--- src/common/cpu_slice_pkg.sv ---
package cpu_slice_pkg;

  // ----------------------------------------------------------------
  // Opcode map
  // ----------------------------------------------------------------
  localparam logic [3:0] GRP_BIT_BRANCH  = 4'h0;   // Test bit, branch
  localparam logic [3:0] GRP_BIT_SETCLR  = 4'h1;   // Set or clear bit
  localparam logic [3:0] GRP_REL_BRANCH  = 4'h2;   // Relative branches
  localparam logic [7:0] OP_SHL_DIR      = 8'h38;
  localparam logic [7:0] OP_SHL_ACC      = 8'h48;
  localparam logic [7:0] OP_SHL_IDX      = 8'h58;
  localparam logic [7:0] OP_SHL_IX1      = 8'h68;
  localparam logic [7:0] OP_SHL_IX       = 8'h78;
  localparam logic [7:0] OP_ACC_TO_INDEX = 8'h97;
  localparam logic [7:0] OP_STOP         = 8'h8E;
  localparam logic [7:0] OP_WAIT         = 8'h8F;

  // Opcode fields
  localparam int GROUP_MSB    = 7;
  localparam int GROUP_LSB    = 4;
  localparam int BITNUM_MSB   = 3;
  localparam int BITNUM_LSB   = 1;
  localparam int POLARITY_BIT = 0;                 // 0: set/high, 1: clear/low

  // ----------------------------------------------------------------
  // Addressing and reset values
  // ----------------------------------------------------------------
  localparam logic [7:0]  DIRECT_PAGE_HIGH = 8'h00;
  localparam logic [15:0] RESET_PC         = 16'h0000;
  localparam logic [7:0]  BIT_ONE          = 8'h01;

  typedef struct packed {
    logic h;
    logic i;
    logic n;
    logic z;
    logic c;
  } ccr_s;

  localparam ccr_s CCR_RESET = 5'h08;             // Interrupt mask set

  typedef struct packed {
    logic        rd;
    logic        wr;
    logic [15:0] addr;
    logic [7:0]  wdata;
  } mem_req_s;

  typedef enum logic [3:0] {
    S_IDLE    = 4'h0,
    S_DECODE  = 4'h1,
    S_OPND    = 4'h2,
    S_INDEX   = 4'h3,
    S_MEMRD   = 4'h4,
    S_OFFS    = 4'h5,
    S_WRITE   = 4'h6,
    S_EXEC    = 4'h7,
    S_RESOLVE = 4'h8,
    S_LOWPWR  = 4'h9
  } core_state_e;

  // ----------------------------------------------------------------
  // Register bus map
  // ----------------------------------------------------------------
  localparam logic [7:0] OFS_CTRL   = 8'h00;
  localparam logic [7:0] OFS_STATUS = 8'h04;
  localparam logic [7:0] OFS_PC     = 8'h08;
  localparam logic [7:0] OFS_CCR    = 8'h0C;
  localparam logic [7:0] OFS_ACC    = 8'h10;
  localparam logic [7:0] OFS_IDX    = 8'h14;
  localparam int CTRL_RUN_BIT   = 0;
  localparam int CTRL_WAKE_BIT  = 1;
  localparam int CTRL_CLRBAD_BIT = 2;
  localparam logic [1:0] HTRANS_NONSEQ = 2'h2;
  localparam logic [2:0] HSIZE_WORD    = 3'h2;
  localparam logic       HRESP_OKAY    = 1'b0;

  // ----------------------------------------------------------------
  // Opcode class decoding
  // ----------------------------------------------------------------
  function automatic logic is_bit_branch(input logic [7:0] op);
    return op[GROUP_MSB:GROUP_LSB] == GRP_BIT_BRANCH;
  endfunction : is_bit_branch

  function automatic logic is_bit_setclr(input logic [7:0] op);
    return op[GROUP_MSB:GROUP_LSB] == GRP_BIT_SETCLR;
  endfunction : is_bit_setclr

  function automatic logic is_rel_branch(input logic [7:0] op);
    return op[GROUP_MSB:GROUP_LSB] == GRP_REL_BRANCH;
  endfunction : is_rel_branch

endpackage : cpu_slice_pkg

--- src/hw/pin_sync.sv ---
`timescale 1ns/1ps

// Two-stage synchroniser for a level coming from a pin
module pin_sync #(
  parameter logic RESET_VAL = 1'b1
) (
  input  wire logic clk_i,     // Core clock
  input  wire logic rst_n_i,   // Async reset, active low
  input  wire logic async_i,   // Raw pin level
  output logic      sync_o     // Level safe to use
);

  logic meta_reg;

  // ----------------------------------------------------------------
  // Stages
  // ----------------------------------------------------------------
  // First stage is read only by the second
  always_ff @(posedge clk_i or negedge rst_n_i) begin
    if (!rst_n_i) begin
      meta_reg <= RESET_VAL;
      sync_o   <= RESET_VAL;
    end else begin
      meta_reg <= async_i;
      sync_o   <= meta_reg;
    end
  end

endmodule : pin_sync

--- src/hw/exec_unit.sv ---
`timescale 1ns/1ps

// Shift, bit and branch-condition datapath
module exec_unit
  import cpu_slice_pkg::*;
(
  input  wire logic [7:0] op_i,         // Opcode
  input  wire logic [7:0] data_i,       // Operand value
  input  ccr_s            ccr_i,        // Current flags
  input  wire logic       irq_level_i,  // Synchronised pin level
  output logic [7:0]      shl_o,        // Shifted value
  output ccr_s            shl_flags_o,  // Flags after shift
  output logic            bit_val_o,    // Selected operand bit
  output logic [7:0]      bit_mod_o,    // Operand with bit set/cleared
  output logic            taken_o       // Branch condition met
);

  logic [2:0] bit_num;
  logic [7:0] bit_mask;
  logic [7:0] pair_true;
  logic       flip;

  // ----------------------------------------------------------------
  // Bit position and polarity
  // ----------------------------------------------------------------
  // Both come from the opcode only
  assign bit_num   = op_i[BITNUM_MSB:BITNUM_LSB];
  assign flip      = op_i[POLARITY_BIT];
  assign bit_mask  = BIT_ONE << bit_num;
  assign bit_val_o = data_i[bit_num];
  assign bit_mod_o = flip ? (data_i & ~bit_mask) : (data_i | bit_mask);

  // ----------------------------------------------------------------
  // Shift left, flags N Z C; H and I kept
  // ----------------------------------------------------------------
  assign shl_o         = {data_i[6:0], 1'b0};
  assign shl_flags_o.h = ccr_i.h;
  assign shl_flags_o.i = ccr_i.i;
  assign shl_flags_o.n = shl_o[7];
  assign shl_flags_o.z = (shl_o == '0);
  assign shl_flags_o.c = data_i[7];

  // ----------------------------------------------------------------
  // Branch condition, even opcode of each pair tests true
  // ----------------------------------------------------------------
  // Pairs: always, higher, carry zero, not equal, half carry zero,
  // plus, mask clear, pin low; odd opcode inverts the pair's test
  assign pair_true = {~irq_level_i, ~ccr_i.i, ~ccr_i.n, ~ccr_i.h,
                      ~ccr_i.z, ~ccr_i.c, ~(ccr_i.c | ccr_i.z), 1'b1};

  // Bit tests use carry, which already holds the tested bit
  assign taken_o = is_rel_branch(op_i) ? (pair_true[bit_num] ^ flip)
                 : is_bit_branch(op_i) ? (ccr_i.c ^ flip)
                 : 1'b0;

endmodule : exec_unit

--- src/hw/branch_bit_control_decode.sv ---
// Register access over AHB-Lite and the placing of the registers were chosen for this implementation.
`timescale 1ns/1ps

module branch_bit_control_decode
  import cpu_slice_pkg::*;
#(
  parameter logic [15:0] START_PC = RESET_PC
) (
  input  wire logic        CLOCK_I,        // 200 MHz core clock
  input  wire logic        RESETN_I,       // Async reset, active low
  input  wire logic        HSEL_I,         // Slave select
  input  wire logic [31:0] HADDR_I,        // Byte address
  input  wire logic [1:0]  HTRANS_I,       // Transfer type
  input  wire logic        HWRITE_I,       // Write when high
  input  wire logic [2:0]  HSIZE_I,        // Transfer size
  input  wire logic [31:0] HWDATA_I,       // Write data
  input  wire logic        HREADY_I,       // Bus ready
  output logic [31:0]      HRDATA_O,       // Read data
  output logic             HREADYOUT_O,    // Slave ready
  output logic             HRESP_O,        // Always OKAY
  output logic [15:0]      MEM_ADDR_O,     // Memory address
  output logic             MEM_RD_O,       // Read strobe
  output logic             MEM_WR_O,       // Write strobe
  output logic [7:0]       MEM_WDATA_O,    // Write data
  input  wire logic [7:0]  MEM_RDATA_I,    // Read data, same cycle
  input  wire logic        IRQ_PIN_I,      // Interrupt pin, active low
  output logic             OSC_STOP_O,     // Oscillator halted
  output logic             CPU_CLK_STOP_O, // CPU clock halted
  output logic             IRQ_ENABLE_O    // Interrupts unmasked
);

  // ----------------------------------------------------------------
  // State
  // ----------------------------------------------------------------
  core_state_e state_reg, state_next;
  logic [15:0] pc_reg, pc_next;
  logic [7:0]  acc_reg, acc_next;
  logic [7:0]  idx_reg, idx_next;
  ccr_s        ccr_reg, ccr_next;
  logic [7:0]  op_reg, op_next;
  logic [15:0] ea_reg, ea_next;
  logic [7:0]  data_reg, data_next;
  mem_req_s    mem_reg, mem_next;
  logic        osc_stop_reg, osc_stop_next;
  logic        clk_stop_reg, clk_stop_next;
  logic        irq_en_reg;
  logic        run_reg, run_next;
  logic        bad_reg, bad_next;
  logic        wr_pend_reg;
  logic [7:0]  wr_addr_reg;
  logic [31:0] hrdata_reg;

  // Datapath wires
  logic        irq_level;
  logic [7:0]  cur_op;
  logic [7:0]  alu_data;
  logic [7:0]  shl_res;
  ccr_s        shl_flags;
  logic        bit_val;
  logic [7:0]  bit_mod;
  logic        taken;
  logic [8:0]  ix1_sum;
  logic [15:0] branch_target;
  logic [15:0] direct_ea;
  logic        needs_opnd;
  logic        direct_mem;
  logic        is_shl_mem;
  logic        wake;
  // Bus wires
  logic        bus_take;
  logic [31:0] rd_word;
  logic        sw_wr;
  logic        sw_core_wr;
  logic        ctrl_wr;
  logic        bad_set;
  // ----------------------------------------------------------------
  // Submodules
  // ----------------------------------------------------------------
  pin_sync #(
    .RESET_VAL (1'b1)
  ) u_irq_sync (
    .clk_i   (CLOCK_I),
    .rst_n_i (RESETN_I),
    .async_i (IRQ_PIN_I),
    .sync_o  (irq_level)
  );

  exec_unit u_exec (
    .op_i        (op_reg),
    .data_i      (alu_data),
    .ccr_i       (ccr_reg),
    .irq_level_i (irq_level),
    .shl_o       (shl_res),
    .shl_flags_o (shl_flags),
    .bit_val_o   (bit_val),
    .bit_mod_o   (bit_mod),
    .taken_o     (taken)
  );

  // ----------------------------------------------------------------
  // Decode and address forming
  // ----------------------------------------------------------------
  // Opcode arrives on the bus during decode, later it is held
  assign cur_op     = (state_reg == S_DECODE) ? MEM_RDATA_I : op_reg;
  assign is_shl_mem = (cur_op == OP_SHL_DIR) || (cur_op == OP_SHL_IX1)
                   || (cur_op == OP_SHL_IX);
  assign direct_mem = is_bit_branch(cur_op) || is_bit_setclr(cur_op)
                   || (cur_op == OP_SHL_DIR);
  assign needs_opnd = direct_mem || is_rel_branch(cur_op) || (cur_op == OP_SHL_IX1);
  assign direct_ea  = {DIRECT_PAGE_HIGH, MEM_RDATA_I};
  assign ix1_sum    = {1'b0, idx_reg} + {1'b0, data_reg};
  // Offset sign-extended before the add
  assign branch_target = pc_reg + {{8{data_reg[7]}}, data_reg};
  assign alu_data   = (state_reg == S_MEMRD) ? MEM_RDATA_I
                    : (op_reg == OP_SHL_IDX) ? idx_reg : acc_reg;
  // Pin is active low; an unmasked pin request or a CTRL wake-bit write wakes the core
  assign wake       = (~irq_level && ~ccr_reg.i) || (ctrl_wr && HWDATA_I[CTRL_WAKE_BIT]);

  // ----------------------------------------------------------------
  // Register bus decode
  // ----------------------------------------------------------------
  assign bus_take   = HSEL_I && HREADY_I && (HTRANS_I == HTRANS_NONSEQ)
                   && (HSIZE_I == HSIZE_WORD);
  assign sw_wr      = wr_pend_reg;
  // Core registers only take bus writes while the core is parked
  assign sw_core_wr = sw_wr && (state_reg == S_IDLE);
  assign ctrl_wr    = sw_wr && (wr_addr_reg == OFS_CTRL);
  assign rd_word    = (HADDR_I[7:0] == OFS_CTRL)   ? 32'(run_reg)
                    : (HADDR_I[7:0] == OFS_STATUS) ? 32'({op_reg, 4'h0, bad_reg,
                                                         clk_stop_reg, osc_stop_reg,
                                                         state_reg != S_IDLE})
                    : (HADDR_I[7:0] == OFS_PC)     ? 32'(pc_reg)
                    : (HADDR_I[7:0] == OFS_CCR)    ? 32'(ccr_reg)
                    : (HADDR_I[7:0] == OFS_ACC)    ? 32'(acc_reg)
                    : (HADDR_I[7:0] == OFS_IDX)    ? 32'(idx_reg)
                    : 32'h00000000;

  // ----------------------------------------------------------------
  // Instruction sequencer
  // ----------------------------------------------------------------
  always_comb begin
    state_next    = state_reg;
    pc_next       = pc_reg;
    acc_next      = acc_reg;
    idx_next      = idx_reg;
    ccr_next      = ccr_reg;
    op_next       = op_reg;
    ea_next       = ea_reg;
    data_next     = data_reg;
    mem_next      = mem_reg;
    mem_next.rd   = 1'b0;
    mem_next.wr   = 1'b0;
    osc_stop_next = osc_stop_reg;
    clk_stop_next = clk_stop_reg;
    bad_set       = 1'b0;
    case (state_reg)
      S_IDLE: begin
        // Fetch straight away, so a stale branch in op_reg is never replayed
        if (run_reg) begin
          mem_next.rd   = 1'b1;
          mem_next.addr = pc_reg;
          state_next    = S_DECODE;
        end
      end
      S_DECODE: begin
        op_next = cur_op;
        pc_next = pc_reg + 16'h0001;
        if (needs_opnd) begin
          mem_next.rd   = 1'b1;
          mem_next.addr = pc_reg + 16'h0001;
          state_next    = S_OPND;
        end else if (cur_op == OP_SHL_IX) begin
          state_next = S_INDEX;
        end else begin
          state_next = S_EXEC;
        end
      end
      S_OPND: begin
        pc_next   = pc_reg + 16'h0001;
        data_next = MEM_RDATA_I;
        if (direct_mem) begin
          // Second byte is the direct address of the operand
          ea_next       = direct_ea;
          mem_next.rd   = 1'b1;
          mem_next.addr = direct_ea;
          state_next    = S_MEMRD;
        end else if (cur_op == OP_SHL_IX1) begin
          state_next = S_INDEX;
        end else begin
          state_next = S_RESOLVE;
        end
      end
      S_INDEX: begin
        ea_next       = (op_reg == OP_SHL_IX1) ? 16'(ix1_sum) : {DIRECT_PAGE_HIGH, idx_reg};
        mem_next.rd   = 1'b1;
        mem_next.addr = ea_next;
        state_next    = S_MEMRD;
      end
      S_MEMRD: begin
        data_next = MEM_RDATA_I;
        if (is_bit_branch(op_reg)) begin
          ccr_next.c    = bit_val;
          mem_next.rd   = 1'b1;
          mem_next.addr = pc_reg;
          state_next    = S_OFFS;
        end else begin
          // Read-modify-write of the addressed byte
          mem_next.wr    = 1'b1;
          mem_next.addr  = ea_reg;
          mem_next.wdata = is_bit_setclr(op_reg) ? bit_mod : shl_res;
          if (is_shl_mem) begin
            ccr_next = shl_flags;
          end
          state_next = S_WRITE;
        end
      end
      S_OFFS: begin
        pc_next    = pc_reg + 16'h0001;
        data_next  = MEM_RDATA_I;
        state_next = S_RESOLVE;
      end
      S_WRITE: begin
        state_next = S_RESOLVE;
      end
      S_EXEC: begin
        state_next = S_RESOLVE;
        case (op_reg)
          OP_SHL_ACC: begin
            acc_next = shl_res;
            ccr_next = shl_flags;
          end
          OP_SHL_IDX: begin
            idx_next = shl_res;
            ccr_next = shl_flags;
          end
          OP_ACC_TO_INDEX: begin
            idx_next = acc_reg;
          end
          OP_STOP: begin
            osc_stop_next = 1'b1;
            ccr_next.i    = 1'b0;
            state_next    = S_LOWPWR;
          end
          OP_WAIT: begin
            clk_stop_next = 1'b1;
            ccr_next.i    = 1'b0;
            state_next    = S_LOWPWR;
          end
          default: begin
            bad_set = 1'b1;
          end
        endcase
      end
      S_RESOLVE: begin
        // Flags are not touched here, taken or not
        if ((is_rel_branch(op_reg) || is_bit_branch(op_reg)) && taken) begin
          pc_next = branch_target;
        end
        if (run_reg) begin
          mem_next.rd   = 1'b1;
          mem_next.addr = pc_next;
          state_next    = S_DECODE;
        end else begin
          state_next = S_IDLE;
        end
      end
      S_LOWPWR: begin
        if (wake) begin
          osc_stop_next = 1'b0;
          clk_stop_next = 1'b0;
          state_next    = S_RESOLVE;
        end
      end
      default: begin
        state_next = S_IDLE;
      end
    endcase
    // Software loads of the programmer's model
    if (sw_core_wr) begin
      case (wr_addr_reg)
        OFS_PC:  pc_next  = HWDATA_I[15:0];
        OFS_CCR: ccr_next = HWDATA_I[4:0];
        OFS_ACC: acc_next = HWDATA_I[7:0];
        OFS_IDX: idx_next = HWDATA_I[7:0];
        default: begin
        end
      endcase
    end
  end

  // Run bit and sticky unknown-opcode flag; a new event beats the clear
  assign run_next = ctrl_wr ? HWDATA_I[CTRL_RUN_BIT] : run_reg;
  assign bad_next = bad_set || (bad_reg && !(ctrl_wr && HWDATA_I[CTRL_CLRBAD_BIT]));
  // ----------------------------------------------------------------
  // Core registers
  // ----------------------------------------------------------------
  always_ff @(posedge CLOCK_I or negedge RESETN_I) begin
    if (!RESETN_I) begin
      state_reg    <= S_IDLE;
      pc_reg       <= START_PC;
      acc_reg      <= 8'h00;
      idx_reg      <= 8'h00;
      ccr_reg      <= CCR_RESET;
      op_reg       <= 8'h00;
      ea_reg       <= 16'h0000;
      data_reg     <= 8'h00;
      mem_reg      <= '0;
      osc_stop_reg <= 1'b0;
      clk_stop_reg <= 1'b0;
      irq_en_reg   <= 1'b0;
      run_reg      <= 1'b0;
      bad_reg      <= 1'b0;
    end else begin
      state_reg    <= state_next;
      pc_reg       <= pc_next;
      acc_reg      <= acc_next;
      idx_reg      <= idx_next;
      ccr_reg      <= ccr_next;
      op_reg       <= op_next;
      ea_reg       <= ea_next;
      data_reg     <= data_next;
      mem_reg      <= mem_next;
      osc_stop_reg <= osc_stop_next;
      clk_stop_reg <= clk_stop_next;
      irq_en_reg   <= ~ccr_next.i;
      run_reg      <= run_next;
      bad_reg      <= bad_next;
    end
  end

  // ----------------------------------------------------------------
  // Bus slave registers
  // ----------------------------------------------------------------
  // Read data is sampled at the address phase; zero wait states
  always_ff @(posedge CLOCK_I or negedge RESETN_I) begin
    if (!RESETN_I) begin
      wr_pend_reg <= 1'b0;
      wr_addr_reg <= 8'h00;
      hrdata_reg  <= 32'h00000000;
    end else begin
      wr_pend_reg <= bus_take && HWRITE_I;
      wr_addr_reg <= HADDR_I[7:0];
      hrdata_reg  <= (bus_take && !HWRITE_I) ? rd_word : 32'h00000000;
    end
  end

  // ----------------------------------------------------------------
  // Outputs
  // ----------------------------------------------------------------
  assign HRDATA_O       = hrdata_reg;
  assign HREADYOUT_O    = 1'b1;
  assign HRESP_O        = HRESP_OKAY;
  assign MEM_ADDR_O     = mem_reg.addr;
  assign MEM_RD_O       = mem_reg.rd;
  assign MEM_WR_O       = mem_reg.wr;
  assign MEM_WDATA_O    = mem_reg.wdata;
  assign OSC_STOP_O     = osc_stop_reg;
  assign CPU_CLK_STOP_O = clk_stop_reg;
  assign IRQ_ENABLE_O   = irq_en_reg;

endmodule : branch_bit_control_decode

--- config.mk ---
export PLATFORM = sky130hd
export DESIGN_NAME = branch_bit_control_decode
export DESIGN_NICKNAME = d
export VERILOG_FILES = /design/src/common/cpu_slice_pkg.sv /design/src/hw/pin_sync.sv /design/src/hw/exec_unit.sv /design/src/hw/branch_bit_control_decode.sv
export SDC_FILE = /design/constraint.sdc
export NUM_CORES = 1
export LEC_CHECK = 0
export BUFFER_PORTS_ARGS = -buffer_cell sky130_fd_sc_hd__buf_2
export CORE_AREA = 2 2 191 193
export DETAILED_ROUTE_END_ITERATION = 8
export DIE_AREA = 0 0 193 195
export PLACE_DENSITY = 0.46
export SYNTH_ARGS = -nofsm -noshare
export SYNTH_HDL_FRONTEND = slang
export SYNTH_SLANG_ARGS = --single-unit
--- constraint.sdc ---
create_clock -name CLOCK_I -period 5.9 [get_ports CLOCK_I]
set_input_delay 0 -clock CLOCK_I [delete_from_list [all_inputs] [get_ports CLOCK_I]]
set_output_delay 0 -clock CLOCK_I [all_outputs]
set_load 0.05 [all_outputs]
==> impl_metrics.ini, run 1 <==
[outcome]
status = complete, no violations

[worst_setup_path]
crit_path_start_kind = flop
worstRegToRegCells = 8
path_class = flop to flop
worstPathMaxFanout = 20
arrival_ns = 4.26
r2r_end = ccr_reg[1]$_DFF_PN0_
cp.required_ns = 6.27
worstSetupEndpointType = flop
timing.rr.start = op_reg[3]$_DFFE_PN0N_
worst-r2r-setup-slack_ns = 2.00

[timing]
maxSlewViolCount = 0
slew_headroom = 0.209
rsz0062_at_grt = false
fin_hold_ws_ns = 0.0218
timing.final.ws_setup_ns = 2.00
min_period_over_period = 0.660
period_minus_slack_ns = 3.90
worst_slew_pin_slew_ns = 1.18
hold_viol = 0
fmax_mhz = 257
setup_viol = 0
tns_ns = 0
finClkSkew_ns = 0.0135

[global_routing]
top_usage_layer = met2
met3_usage = 0.0376
grt_usage = 0.180
grt_max_degree = 67
grt.overflow.total = 0
grtUsageMet1 = 0.248
antenna_found_initial = 0
met2_usage = 0.269
grt_pass1_wl_mm = 50.9
grt_pass1_vias = 8015

[drt]
post_drt_wl_per_cell_um = 20.8
routed_wl_mm = 33.3
drtPass1Iterations = 5
viasPerCell = 5.26
drt_iter0_drc = 748
drt_drc_violations_left = 0
vias = 8428
ant_nets = 0

[floorplanning]
dieArea_um2 = 37600
fp-row-count = 69
core-area_um2 = 35400
io_pins = 146
start_util = 0.247
die_h_um = 195
die_w_um = 193

[clocking]
numCtsBuffers = 17
cts_root_buf = clkbuf_16
worstSkewPairLatency_ns = 0.44
tritoncts = done
postCtsSetupBuffers = 0
clock-sinks = 124
post_cts_resize_count = 0
clk_pin_slew_ns = 0.06
htreeDepth = 4
cts_max_path_buffers = 2

[place]
post-place-cells = 1536
gp_congestion = 0.871
io_buffers = 87
hpwl_mm = 24.3
pre_cts_ws_ns = 2.06
place_area_um2 = 9470

[job]
max-cap-violations = 0

[yosys]
ys_ff_latch = 124
seq_area_frac_synth = 0.355
synthDistinctLibCells = 83
synth_edf_count = 0
ys.warnings.count = 0
synthFlopType = dfrtp_1
syn_avg_cell_area_um2 = 8.33
ys_async_sr_fraction = 1.00
netlist_instances = 1050
synth_area_um2 = 8750

[cells_and_area]
finalNetCount = 1239
final_cell_area_um2 = 10400
antennaDiodeCount = 0
drive_above_1_share = 0.150
multi_input_area_um2 = 5170
fin_cells = 1603
filler_cell_count = 3834
synthToLayoutAreaGrowth_pct = 19.3
regArea_um2 = 3110

[worst_hold_path]
whs_path_depth = 3
worstHoldStart = MEM_RDATA_I[4]
hold_class = primary input to flop
min_to = ea_reg[4]$_DFFE_PN0P_

[pwr]
leakagePower_nw = 4.40
peakVddDrop_v = 0.000195
power_density_nw_per_um2 = 525
==> synth_stat cells, types with 7 or more instances <==
master	number	area share
buf_4	19	0.016
dfrtp_1	121	0.35
a22oi_1	25	0.021
o21ai_0	83	0.047
o211ai_1	13	0.011
buf_2	16	0.0092
nor3_1	25	0.014
clkbuf_1	50	0.021
a221oi_1	13	0.013
a21o_1	17	0.015
a211oi_1	7	0.0060
inv_1	21	0.0090
nor3b_1	7	0.0060
mux2i_1	35	0.040
ha_1	24	0.034
nand2b_1	11	0.0079
nand2_1	119	0.051
xnor2_1	15	0.015
mux2_2	17	0.022
nand3_1	27	0.015
o311ai_0	7	0.0070
o21a_1	7	0.0060
o31ai_1	7	0.0060
o21ai_1	13	0.0074
nand4_1	7	0.0050
nor4_1	9	0.0064
nor2_1	114	0.049
a22o_1	7	0.0070
a31oi_1	17	0.012
and3_1	12	0.0086
nor2b_1	7	0.0050
a21oi_1	79	0.045
==> cells by family after synthesis <==
kind of cell	share of synthesized area
adder cells (fa/ha/maj)	0.0389
buffers and inverters	0.0621
flip-flops	0.355
AO/OA/AOI/OAI	0.251
multiplexers	0.0671
AND/OR/NAND/NOR	0.206
other	0.000859
XOR/XNOR	0.0190
==> cells in the final DEF, fill, tap and decap left out, types with 18 or more instances in the layout <==
cell type        n
a21oi_1         79
a22oi_1         25
buf_2           86
conb_1          18
dfrtp_1        121
dlygate4sd3_1   36
ha_1            24
inv_1           21
mux2i_1         35
nand2_1        119
nand3_1         27
nor2_1         114
nor3_1          23
o21ai_0         83
==> how the worst max path moves through the flow <==
| stage | slack, ns | end | startpoint | depth (start not counted) |
|---|---|---|---|---|
| after floorplan | 3.15 | ccr_reg[1]$_DFF_PN0_ | op_reg[1]$_DFFE_PN0N_ | 11 |
| after global placement | 2.11 | ccr_reg[1]$_DFF_PN0_ | op_reg[3]$_DFFE_PN0N_ | 8 |
| after detailed placement | 2.06 | ccr_reg[1]$_DFF_PN0_ | op_reg[3]$_DFFE_PN0N_ | 8 |
| after CTS | 2.04 | ccr_reg[1]$_DFF_PN0_ | op_reg[3]$_DFFE_PN0N_ | 8 |
| after global routing | 1.79 | ccr_reg[1]$_DFF_PN0_ | op_reg[3]$_DFFE_PN0N_ | 8 |
| final | 2.00 | ccr_reg[1]$_DFF_PN0_ | op_reg[3]$_DFFE_PN0N_ | 8 |
==> stage by stage <==
stage                util  power [W]
global placement    0.267    0.00430
floorplan               -    0.00352
CTS                 0.295    0.00547
finish              0.295    0.00548
detailed placement  0.267    0.00432
global route        0.295    0.00585
==> layout make-up <==
cell class / count / area share
clock inverter: 13 / 0.0157
multi-input combinational: 830 / 0.496
inverter: 21 / 0.00755
tap: 461 / 0.0553
timing repair buffer: 136 / 0.0862
clock buffer: 18 / 0.0421
sequential: 124 / 0.298
==> worst max-delay path, stage by stage (launching register included) <==
cell and delay [ns]:
dfrtp_1 0.75, or4b_4 0.61, nor4b_4 1.01, mux2i_1 0.28, o21ai_1 0.20, or4_1 0.58, nor3_1 0.19, a31o_1 0.12
a21o_1 0.08
==> where the power goes <==
group | internal [W] | total (W) | switching, W | leakage, nW
combinational | 0.000996 | 0.00277 | 0.00178 | 2.56
sequential | 0.00109 | 0.00159 | 0.000500 | 1.55
clock | 0.000677 | 0.00111 | 0.000437 | 0.293
total | 0.00276 | 0.00548 | 0.00271 | 4.40
==> per-layer routing <==
layer | share of wire | wire length, um
met5 | 0 | 0
met4 | 0.042 | 1390
met3 | 0.061 | 2030
met2 | 0.44 | 14500
met1 | 0.46 | 15400
==> timing repair <==
action	4_1_cts	5_1_grt
endpoints found under the setup margin	0	0
endpoints found under the hold margin	126	0
hold buffers	36	0
No activity file was read; power rests on OpenSTA's default activity.
==> inputs of run 2 (changes only) <==
==> constraint.sdc (replaced) <==
create_clock -name CLOCK_I -period 4.07 [get_ports CLOCK_I]
set_input_delay 0 -clock CLOCK_I [delete_from_list [all_inputs] [get_ports CLOCK_I]]
set_output_delay 0 -clock CLOCK_I [all_outputs]
set_load 0.05 [all_outputs]
==> impl_metrics.ini, run 2 (same netlist as run 1, synthesis figures left out) <==
[outcome]
status = complete, no violations

[floorplanning]
io_pins = 146
start_util = 0.247
die_w_um = 193
dieArea_um2 = 37600
fp-row-count = 69
die_h_um = 195
core-area_um2 = 35400

[timing]
finClkSkew_ns = 0.0134
hold_viol = 0
timing.final.ws_setup_ns = 0.707
period_minus_slack_ns = 3.36
slew_headroom = 0.184
maxSlewViolCount = 0
worst_slew_pin_slew_ns = 1.21
fmax_mhz = 297
rsz0062_at_grt = false
min_period_over_period = 0.826
setup_viol = 0
tns_ns = 0

[clocking]
htreeDepth = 4
tritoncts = done
ctsHoldBuffers = 38
clk_pin_slew_ns = 0.06
numCtsBuffers = 17
clock-sinks = 124
cts_root_buf = clkbuf_16
post_cts_resize_count = 0
cts_max_path_buffers = 2
postCtsSetupBuffers = 0
worstSkewPairLatency_ns = 0.44

[global_routing]
grt.overflow.total = 0
grt_usage = 0.181
grt_pass1_wl_mm = 51.0
antenna_found_initial = 0
grt_max_degree = 100
grt_pass1_vias = 8065

[worst_setup_path]
cp.required_ns = 4.42
worstPathMaxFanout = 19
path_class = flop to flop
crit_path_start_kind = flop
worstSetupEndpointType = flop
worst-r2r-setup-slack_ns = 0.71
arrival_ns = 3.71

[worst_hold_path]
hold_class = primary input to flop

[pwr]
p_total_w = 0.00805
power_density_nw_per_um2 = 757
peakVddDrop_v = 0.000340
leakagePower_nw = 4.54

[cells_and_area]
drive_above_1_share = 0.168
antennaDiodeCount = 0
final_common_cell = dfrtp_1
postLayoutCoreUtil = 0.301
finalNetCount = 1269
fin_cells = 1634
final_cell_mix = 121 x dfrtp_1, 119 x nand2_1, 114 x nor2_1, 86 x buf_2, 83 x o21ai_0
synthToLayoutAreaGrowth_pct = 21.7

[place]
io_buffers = 87
gp_congestion = 0.888
pre_cts_ws_ns = 0.758
hpwl_mm = 24.8
post-place-cells = 1564

[drt]
drt_iter0_drc = 771
drtPass1Iterations = 6
vias = 8443
drt_drc_violations_left = 0
post_drt_wl_per_cell_um = 20.5
routed_wl_mm = 33.5
viasPerCell = 5.17
ant_nets = 0

[job]
max-cap-violations = 0
-- run 2: routing by layer --
layer  vias up  global-route usage  wire, um
li1       4043                   -         -
met1      4082               0.252     15300
met2       288               0.289     15700
met3        30              0.0309      2020
met4         0              0.0455       458
met5         -                   0         0
-- run 2: report_power, final --
group          total, W  internal, W  leakage, nW  switching, W
Clock           0.00158     0.000914        0.279      0.000668
Sequential      0.00217      0.00158         1.55      0.000584
Combinational   0.00430      0.00157         2.71       0.00273
-- run 2: worst paths after layout --
| kind | start | cells past startpoint | endpoint |
|---|---|---|---|
| hold reg to reg | u_irq_sync.meta_reg$_DFF_PN1_ | 0 | u_irq_sync.sync_o$_DFF_PN1_ |
| max in group asynchronous | RESETN_I | 3 | MEM_ADDR_O[2]$_DFFE_PN0P_ |
| setup / recovery | state_reg[3]$_DFFE_PN0P_ | 9 | MEM_ADDR_O[7]$_DFFE_PN0P_ |
| hold / removal | IRQ_PIN_I | 2 | u_irq_sync.meta_reg$_DFF_PN1_ |
| min in group asynchronous | RESETN_I | 2 | IRQ_ENABLE_O$_DFF_PN0_ |
| setup reg to reg | state_reg[3]$_DFFE_PN0P_ | 9 | MEM_ADDR_O[7]$_DFFE_PN0P_ |
-- run 2: area by class of cell --
type	count	area [um2]
fillers	3819	24800
repair buffers	166	1130
flip-flops and latches	124	3110
clock inverters	14	158
inverters	21	78.8
clock buffers	18	429
well taps	461	577
multi-input cells	830	5160
-- run 2: critical path, stage by stage (launching register included) --
cell,delay [ns]
dfrtp_1,0.61
or4b_1,0.82
mux2i_1,0.23
and2_1,0.21
o31a_1,0.24
o21ai_1,0.16
and3_1,0.48
buf_4,0.25
o21ai_0,0.10
o21ai_0,0.16
-- run 2: stage by stage --
stage | hold WS (ns) | instance area [um2]
after global placement | 0.111 | 9670
after floorplan | -0.296 | 8810
after global routing | 0.212 | 10600
after CTS | 0.192 | 10600
final | 0.213 | 10600
after detailed placement | 0.111 | 9670
